### src/shared/regbank_pkg.sv
// Constants, field layouts and carrier types for the indexed register bank
// Behaviour
// - Each socket register exists per socket; socket B sits at index plus 40h.
// - Chip-wide registers decode at one index and govern both sockets.
// - Compatibility bits are stored and readable but steer nothing.
// - Fixed bits are read-only constants that host writes never change.
// - Scratchpad bits are plain storage returning the last written value.
// - Enable bits turn their function on when one.
// - Disable bits turn their function on when zero.
// - Input bits read back the sampled pin level.
// - Output bits drive their stored value onto their pin while the function is enabled, else zero.
// - A mode bit changes how another register's value is interpreted.
// - Read/write bits load their reset value when power-good cycles.
// - Read-only bits other than input bits show their reset value after power-good cycles; input bits keep showing the sampled pin.
// - Index bits 5:0 pick register, bit 6 socket, bit 7 controller.
// - Host writes index port, then accesses the selected register via data port.
package regbank_pkg;

  localparam int ADDR_W   = 12;
  localparam int MAX_SOCK = 2;
  localparam int IN_W     = 2;
  localparam int OUT_W    = 2;
  localparam int LVL_W    = 4;
  localparam int EVT_W    = MAX_SOCK * IN_W;

  // APB byte offsets of the index and data ports and interrupt registers
  localparam logic [ADDR_W-1:0] OFF_INDEX    = 12'h000;
  localparam logic [ADDR_W-1:0] OFF_DATA     = 12'h004;
  localparam logic [ADDR_W-1:0] OFF_IRQ_STAT = 12'h008;
  localparam logic [ADDR_W-1:0] OFF_IRQ_MASK = 12'h00c;

  // Index layout
  localparam int          SOCK_BIT    = 6;
  localparam int          DEV_BIT     = 7;
  localparam logic [7:0]  SOCK_STRIDE = 8'h40;

  // Register numbers within a socket's 64 slots
  localparam logic [5:0] REG_CHIP_ID  = 6'h00;
  localparam logic [5:0] REG_PIN_IN   = 6'h01;
  localparam logic [5:0] REG_CTL      = 6'h02;
  localparam logic [5:0] REG_MODE     = 6'h03;
  localparam logic [5:0] REG_EVT      = 6'h04;
  localparam logic [5:0] REG_VALUE    = 6'h05;
  localparam logic [5:0] REG_SCRATCH  = 6'h06;
  localparam logic [5:0] REG_CHIP_CTL = 6'h07;

  // Control, mode and chip control register fields
  localparam int CTL_FUNC_EN   = 0;
  localparam int CTL_SLEEP_DIS = 1;
  localparam int CTL_OUT_LSB   = 2;
  localparam int MODE_SEL      = 0;
  localparam int CHIP_PIN_EN   = 0;

  // Writable masks, fixed values and reset values
  localparam logic [7:0] WM_CTL       = 8'h3f;
  localparam logic [7:0] WM_MODE      = 8'h01;
  localparam logic [7:0] WM_BYTE      = 8'hff;
  localparam logic [7:0] WM_CHIP_CTL  = 8'h03;
  localparam logic [7:0] FIXED_MODE   = 8'h02;
  localparam logic [7:0] FIXED_PIN_IN = 8'h80;
  localparam logic [7:0] RST_CTL      = 8'h02;
  localparam logic [7:0] RST_MODE     = 8'h00;
  localparam logic [7:0] RST_BYTE     = 8'h00;
  localparam logic [7:0] RST_CHIP_CTL = 8'h01;

  typedef struct packed {
    logic             psel;
    logic             penable;
    logic             pwrite;
    logic [ADDR_W-1:0] paddr;
    logic [31:0]      pwdata;
  } apb_req_t;

  typedef struct packed {
    logic [IN_W-1:0]  in_s1;
    logic [IN_W-1:0]  in_s2;
    logic [IN_W-1:0]  in_prev;
    logic [IN_W-1:0]  evt;
    logic [7:0]       ctl;
    logic [7:0]       mode;
    logic [7:0]       value;
    logic [7:0]       scratch;
    logic [OUT_W-1:0] card_out;
    logic             func_active;
    logic             sleep_active;
    logic [LVL_W-1:0] level;
  } sock_t;

  typedef struct packed {
    logic [1:0]                pg_s;
    sock_t [MAX_SOCK-1:0]      sk;
    logic [7:0]                index;
    logic [7:0]                chip_ctl;
    logic [EVT_W-1:0]          irq_mask;
    logic [31:0]               prdata;
    logic                      pready;
    logic                      pslverr;
    logic                      irq;
  } bank_st_t;

endpackage : regbank_pkg

### src/rtl/regbank.sv
// Indexed register bank with APB index/data ports, socket pins and interrupt
//
// The APB slave port and the placing of the registers were chosen for this implementation.
`timescale 1ns/1ns
`default_nettype none

module regbank
  import regbank_pkg::*;
#(
  parameter logic [7:0] CHIP_REV = 8'h5a,  // Arbitrary identification value
  parameter int         NUM_SOCK = MAX_SOCK,
  parameter logic       DEV_SEL  = 1'b0
) (
  // Clock and reset
  input  wire logic                            clk_sys,
  input  wire logic                            rstn,
  // Power-good pin
  input  wire logic                            power_good_input,
  // APB slave
  input  wire apb_req_t                        apb_req,
  output logic [31:0]                          prdata,
  output logic                                 pready,
  output logic                                 pslverr,
  // Socket pins
  input  wire logic [MAX_SOCK-1:0][IN_W-1:0]   card_in,
  output logic [MAX_SOCK-1:0][OUT_W-1:0]       card_out,
  output logic [MAX_SOCK-1:0]                  func_active,
  output logic [MAX_SOCK-1:0]                  sleep_active,
  output logic [MAX_SOCK-1:0][LVL_W-1:0]       level_out,
  // Interrupt
  output logic                                 irq
);

  bank_st_t st_r;
  bank_st_t st_nxt;

  function automatic logic [7:0] merge(input logic [7:0] old,
                                       input logic [7:0] wd,
                                       input logic [7:0] wm);
    merge = (old & ~wm) | (wd & wm);
  endfunction : merge

  function automatic logic [7:0] sock_read(input sock_t s, input logic [5:0] r);
    logic [7:0] d;
    d = 8'h00;
    case (r)
      REG_PIN_IN:  d = FIXED_PIN_IN | {{(8-IN_W){1'b0}}, s.in_s2};
      REG_CTL:     d = s.ctl;
      REG_MODE:    d = s.mode | FIXED_MODE;
      REG_EVT:     d = {{(8-IN_W){1'b0}}, s.evt};
      REG_VALUE:   d = s.value;
      REG_SCRATCH: d = s.scratch;
      default:     d = 8'h00;
    endcase
    sock_read = d;
  endfunction : sock_read

  function automatic sock_t sock_reset(input sock_t s);
    sock_t t;
    t         = s;
    t.evt     = '0;
    t.ctl     = RST_CTL;
    t.mode    = RST_MODE;
    t.value   = RST_BYTE;
    t.scratch = RST_BYTE;
    sock_reset = t;
  endfunction : sock_reset

  // Chip-wide registers answer only at socket A's slot of this device
  function automatic logic chip_hit(input logic [7:0] idx, input logic [5:0] r);
    chip_hit = (idx[DEV_BIT] == DEV_SEL) && !idx[SOCK_BIT]
               && (idx[5:0] == r);
  endfunction : chip_hit

  // Socket registers of a fitted socket; chip-wide numbers are excluded
  function automatic logic sock_hit(input logic [7:0] idx);
    logic is_chip;
    is_chip  = (idx[5:0] == REG_CHIP_ID) || (idx[5:0] == REG_CHIP_CTL);
    sock_hit = (idx[DEV_BIT] == DEV_SEL) && !is_chip
               && (int'(idx[SOCK_BIT]) < NUM_SOCK);
  endfunction : sock_hit

  // One socket register write; positions outside the mask keep their value
  function automatic sock_t sock_write(input sock_t s, input logic [5:0] r,
                                       input logic [7:0] wd);
    sock_t t;
    t = s;
    case (r)
      REG_CTL:     t.ctl     = merge(s.ctl, wd, WM_CTL);
      REG_MODE:    t.mode    = merge(s.mode, wd, WM_MODE);
      REG_VALUE:   t.value   = merge(s.value, wd, WM_BYTE);
      REG_SCRATCH: t.scratch = merge(s.scratch, wd, WM_BYTE);
      REG_EVT:     t.evt     = s.evt & ~wd[IN_W-1:0];
      default:     t         = s;
    endcase
    sock_write = t;
  endfunction : sock_write

  // Index fields, access decode and read data
  logic [5:0]          reg_sel;
  logic                sock_sel;
  logic                access;
  logic                wr_done;
  logic [7:0]          data_rd;
  logic [EVT_W-1:0]    evt_all;
  logic [7:0]          wbyte;

  always_comb begin
    reg_sel  = st_r.index[5:0];
    sock_sel = st_r.index[SOCK_BIT];
    access   = apb_req.psel && apb_req.penable;
    wr_done  = access && st_r.pready && apb_req.pwrite;
    wbyte    = apb_req.pwdata[7:0];
    for (int s = 0; s < MAX_SOCK; s++) begin
      evt_all[s*IN_W +: IN_W] = st_r.sk[s].evt;
    end
    // Chip-wide registers exist only at socket A's index
    data_rd = 8'h00;
    if (chip_hit(st_r.index, REG_CHIP_ID)) begin
      data_rd = CHIP_REV;
    end else if (chip_hit(st_r.index, REG_CHIP_CTL)) begin
      data_rd = st_r.chip_ctl;
    end else if (sock_hit(st_r.index)) begin
      data_rd = sock_read(st_r.sk[sock_sel], reg_sel);
    end
  end

  always_comb begin
    st_nxt      = st_r;
    st_nxt.pg_s = {st_r.pg_s[0], power_good_input};

    // Pin sampling and event capture; a new event beats a same-cycle host clear
    for (int s = 0; s < MAX_SOCK; s++) begin
      st_nxt.sk[s].in_s1   = card_in[s];
      st_nxt.sk[s].in_s2   = st_r.sk[s].in_s1;
      st_nxt.sk[s].in_prev = st_r.sk[s].in_s2;
    end

    // APB answer: one wait cycle, then pready for one cycle
    st_nxt.pready  = 1'b0;
    st_nxt.pslverr = 1'b0;
    if (access && !st_r.pready) begin
      st_nxt.pready  = 1'b1;
      st_nxt.pslverr = 1'b0;
      st_nxt.prdata  = 32'h0000_0000;
      case (apb_req.paddr)
        OFF_INDEX:    st_nxt.prdata[7:0] = st_r.index;
        OFF_DATA:     st_nxt.prdata[7:0] = data_rd;
        OFF_IRQ_STAT: st_nxt.prdata[EVT_W-1:0] = evt_all;
        OFF_IRQ_MASK: st_nxt.prdata[EVT_W-1:0] = st_r.irq_mask;
        default:      st_nxt.pslverr = 1'b1;
      endcase
    end

    // Writes take effect on the completing edge
    if (wr_done) begin
      case (apb_req.paddr)
        OFF_INDEX: begin
          st_nxt.index = wbyte;
        end
        OFF_DATA: begin
          if (chip_hit(st_r.index, REG_CHIP_CTL)) begin
            st_nxt.chip_ctl = merge(st_r.chip_ctl, wbyte, WM_CHIP_CTL);
          end else if (sock_hit(st_r.index)) begin
            // Based on the next copy so the pin synchroniser keeps moving
            st_nxt.sk[sock_sel] = sock_write(st_nxt.sk[sock_sel], reg_sel, wbyte);
          end
        end
        OFF_IRQ_STAT: begin
          for (int s = 0; s < MAX_SOCK; s++) begin
            st_nxt.sk[s].evt = st_r.sk[s].evt & ~apb_req.pwdata[s*IN_W +: IN_W];
          end
        end
        OFF_IRQ_MASK: begin
          st_nxt.irq_mask = apb_req.pwdata[EVT_W-1:0];
        end
        default: begin
          st_nxt.index = st_r.index;
        end
      endcase
    end

    // Event set applied after host clears so it wins over them; power-good low still clears it
    for (int s = 0; s < MAX_SOCK; s++) begin
      st_nxt.sk[s].evt = st_nxt.sk[s].evt | (st_r.sk[s].in_s2 ^ st_r.sk[s].in_prev);
      if (s >= NUM_SOCK) begin
        st_nxt.sk[s].evt = '0;
      end
    end

    // Power-good low reloads register contents; pins keep sampling
    if (!st_r.pg_s[1]) begin
      st_nxt.index    = RST_BYTE;
      st_nxt.chip_ctl = RST_CHIP_CTL;
      st_nxt.irq_mask = '0;
      for (int s = 0; s < MAX_SOCK; s++) begin
        st_nxt.sk[s] = sock_reset(st_nxt.sk[s]);
      end
    end

    // Pin drives; chip enable gates both sockets, compat bit is unused
    for (int s = 0; s < MAX_SOCK; s++) begin
      st_nxt.sk[s].func_active  = st_nxt.sk[s].ctl[CTL_FUNC_EN]
                                  && st_nxt.chip_ctl[CHIP_PIN_EN];
      st_nxt.sk[s].sleep_active = !st_nxt.sk[s].ctl[CTL_SLEEP_DIS];
      st_nxt.sk[s].card_out     = st_nxt.sk[s].func_active
                                  ? st_nxt.sk[s].ctl[CTL_OUT_LSB +: OUT_W]
                                  : '0;
      st_nxt.sk[s].level        = st_nxt.sk[s].mode[MODE_SEL]
                                  ? st_nxt.sk[s].value[LVL_W +: LVL_W]
                                  : st_nxt.sk[s].value[0 +: LVL_W];
      if (s >= NUM_SOCK) begin
        st_nxt.sk[s].func_active  = 1'b0;
        st_nxt.sk[s].sleep_active = 1'b0;
        st_nxt.sk[s].card_out     = '0;
        st_nxt.sk[s].level        = '0;
      end
    end

    // Irq follows next status so it is high as soon as the bit is
    st_nxt.irq = 1'b0;
    for (int s = 0; s < MAX_SOCK; s++) begin
      if ((st_nxt.sk[s].evt & st_nxt.irq_mask[s*IN_W +: IN_W]) != '0) begin
        st_nxt.irq = 1'b1;
      end
    end
  end

  always_ff @(posedge clk_sys or negedge rstn) begin
    if (!rstn) begin
      st_r          <= '0;
      st_r.chip_ctl <= RST_CHIP_CTL;
      for (int s = 0; s < MAX_SOCK; s++) begin
        st_r.sk[s].ctl          <= RST_CTL;
        st_r.sk[s].sleep_active <= 1'b0;
      end
    end else begin
      st_r <= st_nxt;
    end
  end

  always_comb begin
    prdata  = st_r.prdata;
    pready  = st_r.pready;
    pslverr = st_r.pslverr;
    irq     = st_r.irq;
    for (int s = 0; s < MAX_SOCK; s++) begin
      card_out[s]     = st_r.sk[s].card_out;
      func_active[s]  = st_r.sk[s].func_active;
      sleep_active[s] = st_r.sk[s].sleep_active;
      level_out[s]    = st_r.sk[s].level;
    end
  end

endmodule : regbank

`default_nettype wire

### config.mk
export PLATFORM = sky130hd
export DESIGN_NAME = regbank
export DESIGN_NICKNAME = d
export VERILOG_FILES = /design/src/shared/regbank_pkg.sv /design/src/rtl/regbank.sv
export SDC_FILE = /design/constraint.sdc
export NUM_CORES = 1
export LEC_CHECK = 0
export ABC_AREA = 1
export BUFFER_PORTS_ARGS = -buffer_cell sky130_fd_sc_hd__buf_2
export CAP_MARGIN = 25
export CORE_ASPECT_RATIO = 0.8
export CORE_MARGIN = 5
export CORE_UTILIZATION = 25
export CTS_CLUSTER_DIAMETER = 60
export DETAILED_ROUTE_END_ITERATION = 7
export PLACE_DENSITY = 0.48
export RECOVER_POWER = 50
export SYNTH_ARGS = -nofsm -noshare
export SYNTH_HDL_FRONTEND = slang
export SYNTH_SLANG_ARGS = --single-unit
### constraint.sdc
create_clock -name clk_sys -period 1.7 [get_ports clk_sys]
set_input_delay 0.085 -clock clk_sys [delete_from_list [all_inputs] [get_ports clk_sys]]
set_output_delay 0.085 -clock clk_sys [all_outputs]
set_load 0.01 [all_outputs]
==> reports/metrics.cfg <==
[final_layout]
nets = 1014
antenna_cells = 0
stdcell_count = 1297
final_core_util_pct = 33.1
area_growth_syn_to_layout_pct = 30.6
nFillCells = 2692
final_layout_size_suffix_gt1_share_pct = 27.4

[sta]
hold-worst-slack_ns = 0.0324
rsz0062_at_grt = yes
fin_setup_tns_ns = -1.69
slew_headroom_pct = 13.9
finalCritPeriodShare_pct = 107
finClkSkew_ns = 0.0118
slew_viol_final = 0
tightest_slew_ns = 1.29
final_hold_viol_count = 0
finalCriticalPeriod_ns = 1.82
setup_viol = 39
layout_setup_ws_ns = -0.117
fmax_ghz = 0.550

[global_route]
use_met2_pct = 19.3
grt_usage_pct = 13.6
grt_pass1_vias = 5634
grt_max_degree = 53
antenna_found_initial = 0
overflow = 0
use_met3_pct = 2.71
grt_pass1_wl_um = 31000
grt.met1_usage_pct = 21.0
top_usage_layer = met1

[setup_path]
worstPathRequired_ns = 2.01
arrival_ns = 2.13
cp-end-kind = register
start_kind = register
path_class = register to register
cp_slowest_cell = dfrtp_1
cp_max_fo = 5
max_stage_delay_ns = 0.41
crit_chain = nor2_4, nand2_2, buf_6, nor2_4, clkinvlp_4, nand2_2, o21ai_2, buf_4, nand2_2, nand2_2, nand2_1, nand2_1
cp_common_cell = nand2_2

[routing]
dr.pass1.iters = 5
vias = 5608
drtAntennaViolNets = 0
remaining_drc_errors = 0
finalWirelength_um = 19300
viasPerCell = 4.32
dr.first_iter.drc_count = 352
avgRoutedWirePerCell_um = 14.9

[clock_tree]
clkTransAtPathRegs_ns = 0.06
cts_tree = built
root_buffer = clkbuf_16
clock_path_buffers = 2
clk_latency_ns = 0.43
cts_buffers = 17
cts.sinks = 121
htree_levels = 4

[die]
die_h_um = 153
die_w_um = 189
io_pins = 105
start_util_pct = 25.3
rows = 52
coreArea_um2 = 25300
die_area_um2 = 29000

[logic_synthesis]
async_flop_share_pct = 100
ys_seq_area_share_pct = 47.3
yosys_most_used_dff = dfrtp_1
yosysTopAreaCell = dfrtp_1
postSynthCellCount = 842
yosys_warnings = 0
syn-cell-area_um2 = 6410
ys_ff_latch = 121
synth_top_area_share_pct = 46.1
synth-edff-count = 0
synthTopCellsByArea = dfrtp_1 (46%), nand2_1 (15%), buf_4 (5.9%), o21ai_0 (5.6%), inv_1 (5.5%)
avgSynthCellArea_um2 = 7.61
synth.distinct_cells = 43

[power_and_ir_drop]
power_density_nw_per_um2 = 815
p_leak_nw = 4.19
ir_worst_vdd_v = 0.000610

[outcome]
violations = negative setup slack
status = finished with violations

[worst_hold_path]
hold_path_class = primary input to register

[placement]
dp.cells = 1241
gp_congestion = 0.828
dp_hpwl_um = 14200
io_buffers = 56

[flow_run]
drv_cap = 0

synthesized netlist by cell type (2+ instances only):
| master | instances |
|---|---|
| a211oi_1 | 4 |
| a21oi_1 | 21 |
| a31oi_1 | 3 |
| and2_1 | 4 |
| buf_1 | 4 |
| buf_2 | 7 |
| buf_4 | 50 |
| buf_6 | 2 |
| clkbuf_1 | 22 |
| dfrtp_1 | 118 |
| dfstp_2 | 3 |
| inv_1 | 94 |
| inv_2 | 7 |
| mux2i_1 | 3 |
| nand2_1 | 257 |
| nand2_2 | 11 |
| nand3_1 | 38 |
| nand4_1 | 5 |
| nor2_1 | 65 |
| nor2_2 | 3 |
| nor2_4 | 6 |
| nor3_1 | 4 |
| o211ai_1 | 2 |
| o21ai_0 | 72 |
| o21ai_1 | 7 |
| o22ai_1 | 6 |
| o31ai_1 | 4 |
| or2_0 | 2 |
| xnor2_1 | 4 |
final timing paths:
path | cells past startpoint | endpoint | start | slack (ns)
setup / recovery | 12 | level_out[2]$_DFF_PN0_ | reg_sel[4]$_DFFE_PN0P_ | -0.12
max in group asynchronous | 3 | st_r[39]$_DFF_PN1_ | rstn | 0.26
hold / removal | 3 | reg_sel[1]$_DFFE_PN0P_ | apb_req[1] | 0.03
min in group asynchronous | 2 | st_r[84]$_DFFE_PN0P_ | rstn | 0.48
hold reg to reg | 0 | st_r[100]$_DFF_PN0_ | st_r[102]$_DFF_PN0_ | 0.35
setup reg to reg | 12 | level_out[2]$_DFF_PN0_ | reg_sel[4]$_DFFE_PN0P_ | -0.12
per-stage QoR:
stage	setup WS, ns	cell area, µm²	power (mW)
finish	-0.117	8370	6.83
global route	-0.242	8370	7.09
CTS	-0.0853	8260	6.90
detailed placement	-0.239	7310	3.36
global placement	-0.284	7310	3.36
floorplan	0.0528	6500	3.21
flip-flops by register name (all words and copies together) (netlist names):
signal and flops:
evt_all 4, st_nxt 1, pslverr 1, func_active 2, reg_sel 6, sock_sel 1, pready 1, card_out 4
prdata 8, irq 1, sleep_active 2, st_r 82, level_out 8
power breakdown:
| group | internal [mW] | switching (mW) | leakage, nW | total [mW] |
|---|---|---|---|---|
| sequential | 2.92 | 0.0296 | 1.63 | 2.95 |
| clock | 2.04 | 1.47 | 0.273 | 3.50 |
| combinational | 0.117 | 0.252 | 2.28 | 0.369 |
critical path: cells and delay by family (launching register included):
| kind | cells | cell delay (ns) |
|---|---|---|
| buf+inv | 3 | 0.47 |
| simple gates | 8 | 0.77 |
| compound gates | 1 | 0.06 |
| flops | 1 | 0.41 |
what timing repair did:
action | in CTS | in global routing
setup buffers | 18 | 2
gates cloned | 2 | 0
setup endpoints to repair | 60 | 66
hold endpoints to repair | 124 | 0
pin swaps | 13 | 9
gates resized for setup | 63 | 39
hold buffers | 7 | 0
logic make-up (layout without fill, tap and decap cells):
family	Yosys count	in the layout	synth area share, %
AOI/OAI and AO/OA	125	126	10.6
xor gates and xnor gates	4	4	0.546
buffers and inverters	188	295	14.3
DFF	121	121	47.3
muxes	4	4	0.644
other	1	24	0.0585
and+or+nand+nor	399	399	26.5
routing by layer:
metal / wire length (µm) / vias up
li1: - / 2801
met2: 8030 / 110
met4: 182 / 0
met1: 10300 / 2680
met5: 0 / -
met3: 793 / 17
area by class of cell:
type / instances / area [µm²] / share of cell area [%]
Timing Repair Buffer: 159 / 1150 / 13.8
Tap cell: 324 / 405 / 4.84
Inverter: 103 / 399 / 4.77
Multi-Input combinational cell: 557 / 2810 / 33.5
Clock buffer: 17 / 425 / 5.08
Clock inverter: 15 / 140 / 1.67
Timing Repair inverter: 1 / 7.51 / 0.0897
Sequential cell: 121 / 3030 / 36.2
cells in the final DEF (no fill, tap or decap), types with 6 or more instances in the layout:
| cell type | instances |
|---|---|
| a21oi_1 | 19 |
| buf_4 | 83 |
| buf_2 | 55 |
| inv_2 | 8 |
| nand2_1 | 246 |
| clkbuf_16 | 17 |
| dfrtp_1 | 117 |
| conb_1 | 24 |
| nand2_2 | 19 |
| o21ai_1 | 21 |
| o21ai_2 | 8 |
| inv_1 | 90 |
| nor2_1 | 55 |
| nand3_1 | 37 |
| dlygate4sd3_1 | 7 |
| o21ai_0 | 48 |
| nor2_2 | 7 |
| buf_6 | 9 |
| nor2_4 | 12 |
| inv_6 | 6 |
(Power assumes the default switching activity.)
